==> config.mk <==
export PLATFORM = sky130hd
export DESIGN_NAME = clock_gen_ctrl_status_regs
export DESIGN_NICKNAME = d
export VERILOG_FILES = /design/src/common/clkgen_regs_pkg.sv /design/src/hdl/clock_gen_ctrl_status_regs.sv
export SDC_FILE = /design/constraint.sdc
export NUM_CORES = 1
export LEC_CHECK = 0
export BUFFER_PORTS_ARGS = -buffer_cell sky130_fd_sc_hd__buf_2
export CORE_MARGIN = 5
export CORE_UTILIZATION = 43
export CTS_CLUSTER_SIZE = 24
export DETAILED_ROUTE_END_ITERATION = 16
export PLACE_DENSITY_LB_ADDON = 0.25
export SLEW_MARGIN = 40
export SYNTH_ARGS = -nofsm -noshare
export SYNTH_HDL_FRONTEND = slang
export SYNTH_SLANG_ARGS = --single-unit
==> constraint.sdc <==
create_clock -name ref_clk -period 2.3 [get_ports ref_clk]
set_clock_uncertainty 0.15 [all_clocks]
set_input_delay 0.575 -clock ref_clk [delete_from_list [all_inputs] [get_ports ref_clk]]
set_output_delay 0.575 -clock ref_clk [all_outputs]
set_load 0.01 [all_outputs]
==> src/common/clkgen_regs_pkg.sv <==
// Package: register map, field layout, reset values and carriers of the clock generator register bank
package clkgen_regs_pkg;

    // Byte offsets on the SMBus byte-register space
    localparam logic [7:0] OFS_DELTA_HIGH = 8'h05;
    localparam logic [7:0] OFS_SPREAD = 8'h06;
    localparam logic [7:0] OFS_PIN_READBACK = 8'h07;
    localparam logic [7:0] OFS_VENDOR_REV = 8'h08;
    localparam logic [7:0] OFS_DEVICE = 8'h09;
    localparam logic [7:0] OFS_BYTE_COUNT = 8'h0a;
    localparam logic [7:0] OFS_MASK_FAST = 8'h0b;
    localparam logic [7:0] OFS_MASK_SELECTABLE = 8'h0c;
    localparam logic [7:0] OFS_MASK_SLOW = 8'h0d;

    // Spread-spectrum register fields
    localparam int SPREAD_PIN_RB_LSB = 4;
    localparam int SPREAD_REF_BIT = 3;
    localparam int SPREAD_PIN_DISABLE_BIT = 2;
    localparam int SPREAD_SEL_LSB = 0;

    // Spread encodings
    localparam logic [1:0] SPREAD_OFF = 2'h0;
    localparam logic [1:0] SPREAD_DOWN_0P3 = 2'h1;
    localparam logic [1:0] SPREAD_RESERVED = 2'h2;
    localparam logic [1:0] SPREAD_DOWN_0P5 = 2'h3;

    // Device type encodings
    localparam logic [1:0] TYPE_CLOCK_GENERATOR = 2'h0;
    localparam logic [1:0] TYPE_ZERO_DELAY_BUFFER = 2'h1;
    localparam logic [1:0] TYPE_RESERVED = 2'h2;
    localparam logic [1:0] TYPE_NONZERO_DELAY_BUFFER = 2'h3;

    // Identity values: arbitrary neutral values
    localparam logic [3:0] DIE_REVISION = 4'h1;
    localparam logic [3:0] VENDOR_CODE = 4'h5;
    localparam logic [5:0] DEVICE_IDENTIFIER = 6'h2a;

    // Reset values
    localparam logic RST_SPREAD_REF = 1'b0;
    localparam logic RST_SPREAD_PIN_DISABLE = 1'b0;
    localparam logic [5:0] RST_READ_COUNT = 6'h08;
    localparam logic [7:0] RST_MASK = 8'h00;
    localparam logic [3:0] RST_MASK_SLOW = 4'h0;

    // Output counts
    localparam int NUM_FAST = 7;
    localparam int NUM_SELECTABLE = 9;
    localparam int NUM_SLOW = 3;

    // SMBus byte access carried to the register bank
    typedef struct packed {
        logic wr;
        logic rd;
        logic [7:0] addr;
        logic [7:0] wdata;
    } reg_access_t;

    // Per-output enable-qualifying controls from elsewhere in the chip
    typedef struct packed {
        logic [NUM_FAST-1:0] fast;
        logic [NUM_SELECTABLE-1:0] selectable;
        logic [NUM_SLOW-1:0] slow;
        logic platform_time_output;
    } output_vec_t;

endpackage

==> src/hdl/clock_gen_ctrl_status_regs.sv <==
// Configuration and status register bank of the clock generator
//
// Functional notes
// - Upper byte of platform-time frequency delta
// - Spread applies to fast, selectable-at-100MHz outputs
// - Bits 5:4 show spread strap live
// - Bit 3 picks spread reference, crystal default
// - Filter reference gives no output alignment
// - Bit 2 hands spread control to register
// - Bits 1:0 select spread, strap-loaded
// - Pin readback: inverted active-low enable pins
// - Identification byte: revision and vendor
// - Device type in bits 7:6
// - Six-bit device identifier in bits 5:0
// - Read byte count, resets to eight
// - Mask bit stops sideband disabling output
// - First mask: selectable 8, fast 6..0
// - Second mask: selectable 7..0
// - Third mask: platform-time, slow 2..0
// - Frequency select: pin or register bit
// - Fast enable needs SMBus bit, pin, sideband; other outputs need SMBus bit, sideband
`timescale 1ns/100ps
`default_nettype none

module clock_gen_ctrl_status_regs (
    input wire logic ref_clk,
    input wire logic rst,
    input wire clkgen_regs_pkg::reg_access_t bus,
    output logic [7:0] rdata,
    output logic addr_hit,
    input wire logic [15:0] platform_time_delta,
    input wire logic [1:0] spread_strap_pin,
    input wire logic [6:0] enable_pin_n,
    input wire logic selectable_select_pin,
    input wire logic selectable_freq_select,
    input wire logic selectable_freq_control,
    input wire clkgen_regs_pkg::output_vec_t smbus_enable,
    input wire clkgen_regs_pkg::output_vec_t sideband_latched,
    output clkgen_regs_pkg::output_vec_t output_enable,
    output logic selectable_is_slow,
    output logic [1:0] spread_mode,
    output logic spread_ref_filter,
    output logic [clkgen_regs_pkg::NUM_SELECTABLE-1:0] selectable_spread,
    output logic outputs_aligned,
    output logic [5:0] read_count_field
);

    ////////////////////////////////////////////////////////////////////////
    // Writable state

    logic spread_ref;
    logic spread_pin_disable;
    logic [1:0] spread_select_field;
    logic strap_pending;
    logic [7:0] mask_fast;
    logic [7:0] mask_selectable;
    logic [3:0] mask_slow;

    function automatic logic hit(input clkgen_regs_pkg::reg_access_t a,
                                 input logic [7:0] ofs);
        hit = a.wr && (a.addr == ofs);
    endfunction

    always_ff @(posedge ref_clk) begin
        if (rst) begin
            spread_ref <= clkgen_regs_pkg::RST_SPREAD_REF;
            spread_pin_disable <= clkgen_regs_pkg::RST_SPREAD_PIN_DISABLE;
        end else if (hit(bus, clkgen_regs_pkg::OFS_SPREAD)) begin
            spread_ref <= bus.wdata[clkgen_regs_pkg::SPREAD_REF_BIT];
            spread_pin_disable <= bus.wdata[clkgen_regs_pkg::SPREAD_PIN_DISABLE_BIT];
        end
    end

    // Strap cannot be sampled under reset, so it is caught on the first edge after release
    always_ff @(posedge ref_clk) begin
        if (rst) begin
            strap_pending <= 1'b1;
            spread_select_field <= clkgen_regs_pkg::SPREAD_OFF;
        end else if (strap_pending) begin
            strap_pending <= 1'b0;
            spread_select_field <= spread_strap_pin;
        end else if (hit(bus, clkgen_regs_pkg::OFS_SPREAD)) begin
            spread_select_field <= bus.wdata[clkgen_regs_pkg::SPREAD_SEL_LSB +: 2];
        end
    end

    always_ff @(posedge ref_clk) begin
        if (rst) begin
            read_count_field <= clkgen_regs_pkg::RST_READ_COUNT;
        end else if (hit(bus, clkgen_regs_pkg::OFS_BYTE_COUNT)) begin
            read_count_field <= bus.wdata[5:0];
        end
    end

    always_ff @(posedge ref_clk) begin
        if (rst) begin
            mask_fast <= clkgen_regs_pkg::RST_MASK;
            mask_selectable <= clkgen_regs_pkg::RST_MASK;
            mask_slow <= clkgen_regs_pkg::RST_MASK_SLOW;
        end else begin
            if (hit(bus, clkgen_regs_pkg::OFS_MASK_FAST)) begin
                mask_fast <= bus.wdata;
            end
            if (hit(bus, clkgen_regs_pkg::OFS_MASK_SELECTABLE)) begin
                mask_selectable <= bus.wdata;
            end
            if (hit(bus, clkgen_regs_pkg::OFS_MASK_SLOW)) begin
                mask_slow <= bus.wdata[3:0];
            end
        end
    end

    ////////////////////////////////////////////////////////////////////////
    // Clock steering

    always_comb begin
        selectable_is_slow = selectable_freq_control ? selectable_freq_select
                                                     : selectable_select_pin;
        spread_mode = spread_pin_disable ? spread_select_field : spread_strap_pin;
        spread_ref_filter = spread_ref;
        // Alignment is only promised with the crystal reference
        outputs_aligned = !spread_ref;
        selectable_spread = selectable_is_slow ? '0 : {clkgen_regs_pkg::NUM_SELECTABLE{1'b1}};
    end

    ////////////////////////////////////////////////////////////////////////
    // Output enable qualification

    logic [clkgen_regs_pkg::NUM_FAST-1:0] fast_mask;
    logic [clkgen_regs_pkg::NUM_SELECTABLE-1:0] sel_mask;

    assign fast_mask = mask_fast[6:0];
    assign sel_mask = {mask_fast[7], mask_selectable};

    genvar g;
    generate
        for (g = 0; g < clkgen_regs_pkg::NUM_FAST; g++) begin : gen_fast
            assign output_enable.fast[g] = smbus_enable.fast[g] && !enable_pin_n[g]
                && (sideband_latched.fast[g] || fast_mask[g]);
        end
        for (g = 0; g < clkgen_regs_pkg::NUM_SELECTABLE; g++) begin : gen_sel
            assign output_enable.selectable[g] = smbus_enable.selectable[g]
                && (sideband_latched.selectable[g] || sel_mask[g]);
        end
        for (g = 0; g < clkgen_regs_pkg::NUM_SLOW; g++) begin : gen_slow
            assign output_enable.slow[g] = smbus_enable.slow[g]
                && (sideband_latched.slow[g] || mask_slow[g]);
        end
    endgenerate

    assign output_enable.platform_time_output = smbus_enable.platform_time_output
        && (sideband_latched.platform_time_output || mask_slow[3]);

    ////////////////////////////////////////////////////////////////////////
    // Read path: data registered one cycle after the read strobe

    logic [7:0] next_rdata;
    logic next_hit;

    always_comb begin
        next_hit = 1'b1;
        case (bus.addr)
            clkgen_regs_pkg::OFS_DELTA_HIGH: next_rdata = platform_time_delta[15:8];
            clkgen_regs_pkg::OFS_SPREAD: next_rdata = {2'h0, spread_strap_pin,
                spread_ref, spread_pin_disable, spread_select_field};
            clkgen_regs_pkg::OFS_PIN_READBACK: next_rdata = {1'b0, ~enable_pin_n};
            clkgen_regs_pkg::OFS_VENDOR_REV: next_rdata = {clkgen_regs_pkg::DIE_REVISION,
                clkgen_regs_pkg::VENDOR_CODE};
            clkgen_regs_pkg::OFS_DEVICE: next_rdata = {clkgen_regs_pkg::TYPE_CLOCK_GENERATOR,
                clkgen_regs_pkg::DEVICE_IDENTIFIER};
            clkgen_regs_pkg::OFS_BYTE_COUNT: next_rdata = {2'h0, read_count_field};
            clkgen_regs_pkg::OFS_MASK_FAST: next_rdata = mask_fast;
            clkgen_regs_pkg::OFS_MASK_SELECTABLE: next_rdata = mask_selectable;
            clkgen_regs_pkg::OFS_MASK_SLOW: next_rdata = {4'h0, mask_slow};
            default: begin
                next_rdata = 8'h00;
                next_hit = 1'b0;
            end
        endcase
    end

    always_ff @(posedge ref_clk) begin
        if (rst) begin
            rdata <= 8'h00;
            addr_hit <= 1'b0;
        end else if (bus.rd) begin
            rdata <= next_rdata;
            addr_hit <= next_hit;
        end
    end

endmodule

`default_nettype wire

==> results of run 1 <==
logic make-up after synthesis:
kind of cell           after synthesis
flip-flops                          40
buffers and inverters               31
AO/OA/AOI/OAI                       74
multiplexers                        24
AND/OR/NAND/NOR                    105
state kept, by name, indices dropped and copies added (netlist names):
name and count:
spread_select_field 2, spread_ref_filter 1, read_count_field 6, strap_pending 1, mask_fast 8, addr_hit 1, mask_slow 4, rdata 8
spread_pin_disable 1, mask_selectable 8
metrics by stage:
stage / instances / power (mW) / utilization [%]
CTS: 477 / 1.44 / 60.6
finish: 477 / 1.43 / 60.6
global placement: 469 / 0.960 / 58.8
floorplan: 274 / 0.838 / -
detailed placement: 469 / 0.964 / 58.8
global route: 477 / 1.49 / 60.6
metal layers:
metal  GRT usage (%)  vias to the layer above  share of wire [%]
li1                -                     1234                  -
met1            27.9                     1137                 42
met2            35.9                      103                 48
met3            4.99                        6                9.5
met4            5.32                        0               0.87
met5               0                        -                  0
Yosys cell counts:
master     count
dfxtp_1       40
nand2_1       34
nor2_1        32
mux2i_1       23
a21oi_1       19
o21a_1        13
inv_1         11
buf_4          9
nor2b_1        9
nor3b_1        8
o21ai_0        8
a22oi_1        6
buf_2          6
nand2b_1       5
nand3_1        5
a211oi_1       4
clkbuf_1       4
o32ai_1        4
a221oi_1       3
nand4_1        3
nor2_4         3
o211ai_1       3
a31oi_1        2
a32o_1         2
o211a_1        2
o22ai_1        2
a211o_1        1
a221o_1        1
a311oi_1       1
a32oi_1        1
and2_1         1
and3_1         1
and3b_1        1
buf_1          1
mux2_2         1
nand3b_2       1
nor4_4         1
o2111ai_1      1
o2bb2ai_1      1
or2_1          1
cell type report:
class	count	area, um^2
clock inverters	2	10.0
well taps	70	87.6
flip-flops and latches	40	801
fillers	487	2000
multi-input cells	203	1280
inverters	11	41.3
clock buffers	6	82.6
repair buffers	145	768
final timing paths:
kind                           startpoint                    to  slack, ns  cells after the start
setup / recovery  selectable_freq_control  selectable_spread[8]       0.22                      3
hold / removal                   addr_hit              addr_hit       0.31                      2
setup reg to reg       mask_selectable[5]              rdata[5]       0.90                      5
hold reg to reg                  addr_hit              addr_hit       0.31                      2
worst reg2reg max path, delay by kind of cell, from the launching register on:
family	cells	cell delay, ns
flip-flops	1	0.33
AND/OR/NAND/NOR	1	0.18
AO/OA/AOI/OAI	4	0.63
power by group through the flow:
stage | logic [mW] | clock network, mW | registers, mW
6_report | 0.250 | 0.481 | 0.699
5_1_grt | 0.276 | 0.515 | 0.699
2_1_floorplan | 0.123 | 0 | 0.715
3_5_place_dp | 0.249 | 0 | 0.715
4_1_cts | 0.249 | 0.491 | 0.699
3_3_place_gp | 0.245 | 0 | 0.715
==> metrics, run 1 <==
family with the most delay on the worst path multiplexers; DRC Markers 0; worst skew pair latency 0.29 ns; area leader, netlist dfxtp_1; Reg clk slew, reported paths about 0.080 ns; VDD IR max about 0.00036 V; RSZ-0062 raised after global routing false; Yosys cell types 40; Clock Sinks 40; pre-CTS WS 0.0157 ns; pin count of the biggest net entering global routing 19; CP peak stage delay roughly 0.46 ns; CP arrival 1.35 ns; final number of hold-violating endpoints 0; core box area ~0.005 mm^2; actual slew at the worst max-slew pin 0.512 ns; most common cell type on the critical path buf_2; flops & latches, synth 40; Initial DRC Count approximately 180; final weighted congestion in routability-driven placement between 0.8 and 0.9; Max-slew headroom 64.9%; Finish-stage setup viols 0; vias in the first global route 2337; Crit path required time 1.57 ns; share of post-route cells with drive strength above 1 39.1%; GR Overflow Total 0; commonest non-fill, non-tap cell in the layout buf_2; first-pass GRT wire length 11100 um; Buffers on Ports ~130; Cells after Synth 274; Adder-Cell Fraction of Synth Area 0%; worst path cell trace buf_2, mux2i_1, buf_2; Layout Nets 494; CTS tree yes; FMAX just under 0.5 GHz; outcome complete, no violations; syn nets 362; Avg Inst Size Synth around 8.2 um^2; HP Class reg -> reg; compound-cell area share of the yosys netlist roughly 23%; Slew Viols, Final 0; Die W 82.2 um; worst-path maximum fanout 10; final setup margin 0.224 ns; crit path kind in -> out; pwr/cell area approximately 460 mW/mm^2; Final ANT Viol Nets 0; Cell Area, Synth 0.00224 mm^2; period utilisation layout around nine tenths; Post-CTS Resized 0; placed wire-length estimate a little under 6000 um; Post-Synth Simple-Gate Area 23.8%; placed instance area 0.00298 mm^2; Yosys warning count 0; initial antenna violation count 0; Root Buffer clkbuf_8; Buf/Inv on CP 2; Via Count roughly 2500; Post-CTS Setup Bufs 0; Fin Hold WS between 0.3 and 0.4 ns; most frequent cells in the layout buf_2 (128), dfxtp_1 (40), nand2_1 (34), nor2_1 (32), mux2i_1 (23); Logic pwr share 17.5%; post-synthesis share of cell area spent on xor and xnor gates 0%; Crit-path slowest cell mux2i_1; Routed WL roughly 7100 um; largest family of logic cells by synthesized area simple AND/OR/NAND/NOR gates; Chip Height around 82 um; Int Power 1.05 mW; Area contributors post-synth dfxtp_1 (36%), mux2i_1 (10%), nand2_1 (5.7%), nor2_1 (5.4%), o21a_1 (4.4%); Antenna diodes 0; clock power share between 30% and 40%; sequential share of power between 40% and 50%; fin area 0.00308 mm^2; starting density of the core 44.2%; Clock Path Buffers 2; Tot GR Track Use around 22%; H-tree Lvls 2; Yosys top cell area share between 30% and 40%; num ports about 140; min cycle time layout 2.08 ns; sequential element share of the synthesized area ~36%; Total Neg Setup Slack 0 ns; max_cap viols 0; TritonCTS buffer count 5; via density per instance 5.20; DRT Pass-1 Iters 4; Leak Pwr ~1.4 nW; sw power about 0.38 mW; Syn-to-layout area delta 37.1%; CTS Hold Bufs 0; post-synthesis mux area share 10.8%; switching share of power around a quarter; endpoint type of the worst setup path primary output; Die ar. between 0.006 and 0.007 mm^2; WL/cell roughly 15 um; CP Launch Type primary input; # rows 26
(Power assumes the default switching activity.)
==> inputs of run 2 (changes only) <==
==> constraint.sdc (replaced) <==
create_clock -name ref_clk -period 2.1 [get_ports ref_clk]
set_clock_uncertainty 0.15 [all_clocks]
set_input_delay 0.525 -clock ref_clk [delete_from_list [all_inputs] [get_ports ref_clk]]
set_output_delay 0.525 -clock ref_clk [all_outputs]
set_load 0.01 [all_outputs]
==> run 2 against run 1 <==
Net effect: final cell count rose by 1.7%; wire length fell by 0.48%; via count rose by 0.44%; non-clock buffer count rose by 8; hold slack barely moved; global-route usage fell by 0.39 points; largest power group unchanged.
==> metrics, run 2 (synthesis gave the netlist of run 1 again) <==
hold path start addr_hit; pwr/cell area 529 mW/mm^2 (+14%); Reg clk slew, reported paths 0.08 ns (about the same); Tot GR Track Use 21.1% (-0.39 points); Initial DRC Count 170 (-4.0%); TritonCTS buffer count 5 (unchanged); pre-CTS WS -0.142 ns (-0.157 ns); switching share of power 25.5% (-0.84 points); Hold Path Sink addr_hit; sw power 0.429 mW (+14%); share of post-route cells with drive strength above 1 40.2% (+1.2 points); vias in the first global route 2344 (+0.30%); worst-path maximum fanout 6 (-4); num ports 137 (unchanged); H-tree Lvls 2 (unchanged); Die W 82.2 um (unchanged); Slew Viols, Final 0 (unchanged); GR Overflow Total 0 (unchanged); Logic pwr share 17.0% (-0.5 points); most frequent cells in the layout buf_2 (128), dfxtp_1 (40), nand2_1 (34), nor2_1 (32); Root Buffer clkbuf_8; FMAX 0.522 GHz; WL/cell 14.6 um (-2.1%); final setup margin 0.185 ns (-0.0396 ns); CP peak stage delay 0.39 ns (-0.07 ns); Clock Path Buffers 2 (unchanged); VDD IR max 0.000380 V (+4.7%); Routed WL 7060 um (-0.48%); Chip Height 82.2 um (unchanged); Die ar. 0.00676 mm^2 (unchanged); sequential share of power 45.5% (-3.4 points); Max-slew headroom 76.0% (+11 points); HP Class reg -> reg; endpoint type of the worst setup path register; Critical Path Source bus[13]; core box area 0.00507 mm^2 (unchanged); actual slew at the worst max-slew pin 0.357 ns (-0.155 ns); worst skew pair latency 0.29 ns (about the same); Int Power 1.25 mW (+19%); DRC Markers 0 (unchanged); worst path cell trace buf_2, nor4_4, and2_1, buf_4, nand4_1, o211a_1, a221oi_1; final weighted congestion in routability-driven placement 0.883 (+4.3%); min cycle time layout 1.92 ns; CTS tree yes; outcome complete, no violations; reg2reg start mask_selectable[5]; Post-CTS Setup Bufs 0 (unchanged); Via Count 2491 (+0.44%); initial antenna violation count 0 (unchanged); first-pass GRT wire length 10900 um (-1.1%); CP arrival 1.96 ns (+0.61 ns); pin count of the biggest net entering global routing 30 (+11); placed wire-length estimate 5760 um (-0.93%); Syn-to-layout area delta 41.7%; Hold Crit Depth 2 (unchanged); commonest non-fill, non-tap cell in the layout buf_2; Finish-stage setup viols 0 (unchanged); Crit path required time 2.15 ns (+0.58 ns); Layout fillers 483 (-0.82%); final number of hold-violating endpoints 0 (unchanged); Reg2Reg Setup Slack 0.71 ns (-0.19 ns); Crit-path slowest cell nor4_4; period utilisation layout about nine tenths; starting density of the core 44.2% (unchanged); CP Launch Type primary input; # rows 26 (unchanged); Antenna diodes 0 (unchanged); max_cap viols 0 (unchanged); biggest regs mask_fast (8), mask_selectable (8), rdata (8); crit path kind in -> reg; clock power share 37.5% (+3.9 points); Buffers on Ports 128 (unchanged); Pwr Total 1.68 mW (+18%); RSZ-0062 raised after global routing false; Layout Nets 502 (+1.6%); Post-CTS Resized 0 (unchanged); reg2reg end rdata[5]; via density per instance 5.14 (-1.2%); DRT Pass-1 Iters 4 (unchanged); Clock Sinks 40 (unchanged); CTS Hold Bufs 0 (unchanged); Leak Pwr 1.42 nW (+3.6%); FF-to-FF path depth 5 (unchanged); Final ANT Viol Nets 0 (unchanged)
run 2: cell types whose count changed in the layout (fill, tap and decap cells not counted):
cell / change
buf_12: +2
buf_4: +6
clkinvlp_4: +1
clkbuf_8: -1
bufinv_16: +1
clkinv_2: -1
run 2: cell type report:
class                   instances  area [um^2]  area share [%]
well taps                      70         87.6            2.75
clock inverters                 3         42.5            1.34
clock buffers                   5         68.8            2.16
flip-flops and latches         40          801            25.2
inverters                      11         41.3            1.30
multi-input cells             203         1280            40.4
repair buffers                153          853            26.8
run 2: metal layers:
layer	GRT usage (%)	vias to the layer above	routed length [um]
li1	-	1249	-
met1	28.5	1131	2920
met2	33.5	103	3390
met3	5.64	8	670
met4	4.98	0	74
met5	0	-	0
run 2: stage by stage:
step / setup TNS [ns] / cells / hold WS [ns] / util, % / cell area, um^2
global route: 0 / 485 / 0.330 / 62.6 / 3180
finish: 0 / 485 / 0.308 / 62.6 / 3180
global placement: -0.216 / 477 / 0.291 / 60.5 / 3070
CTS: 0 / 485 / 0.312 / 62.6 / 3180
detailed placement: -0.394 / 477 / 0.301 / 60.5 / 3070
floorplan: 0 / 274 / 0.291 / - / 2240
run 2: power by group through the flow:
stage               logic, mW  registers [mW]  clock network, mW
CTS                     0.286           0.765              0.641
finish                  0.285           0.765              0.630
global route            0.312           0.766              0.685
detailed placement      0.285           0.783                  0
global placement        0.280           0.783                  0
floorplan               0.135           0.783                  0
run 2: worst max-delay path by stage:
stage	cells after the start	slack, ns	endpoint
5_1_grt	7	0.07	rdata[0]
3_3_place_gp	7	-0.06	rdata[0]
4_1_cts	7	0.16	rdata[0]
3_5_place_dp	7	-0.14	rdata[0]
6_report	7	0.18	rdata[0]
2_1_floorplan	2	0.07	selectable_spread[1]
run 2: worst max-delay path, delay by kind of cell:
kind | cells | cell delay, ns
AND/OR/NAND/NOR | 3 | 0.77
buffers and inverters | 2 | 0.28
AO/OA/AOI/OAI | 2 | 0.38
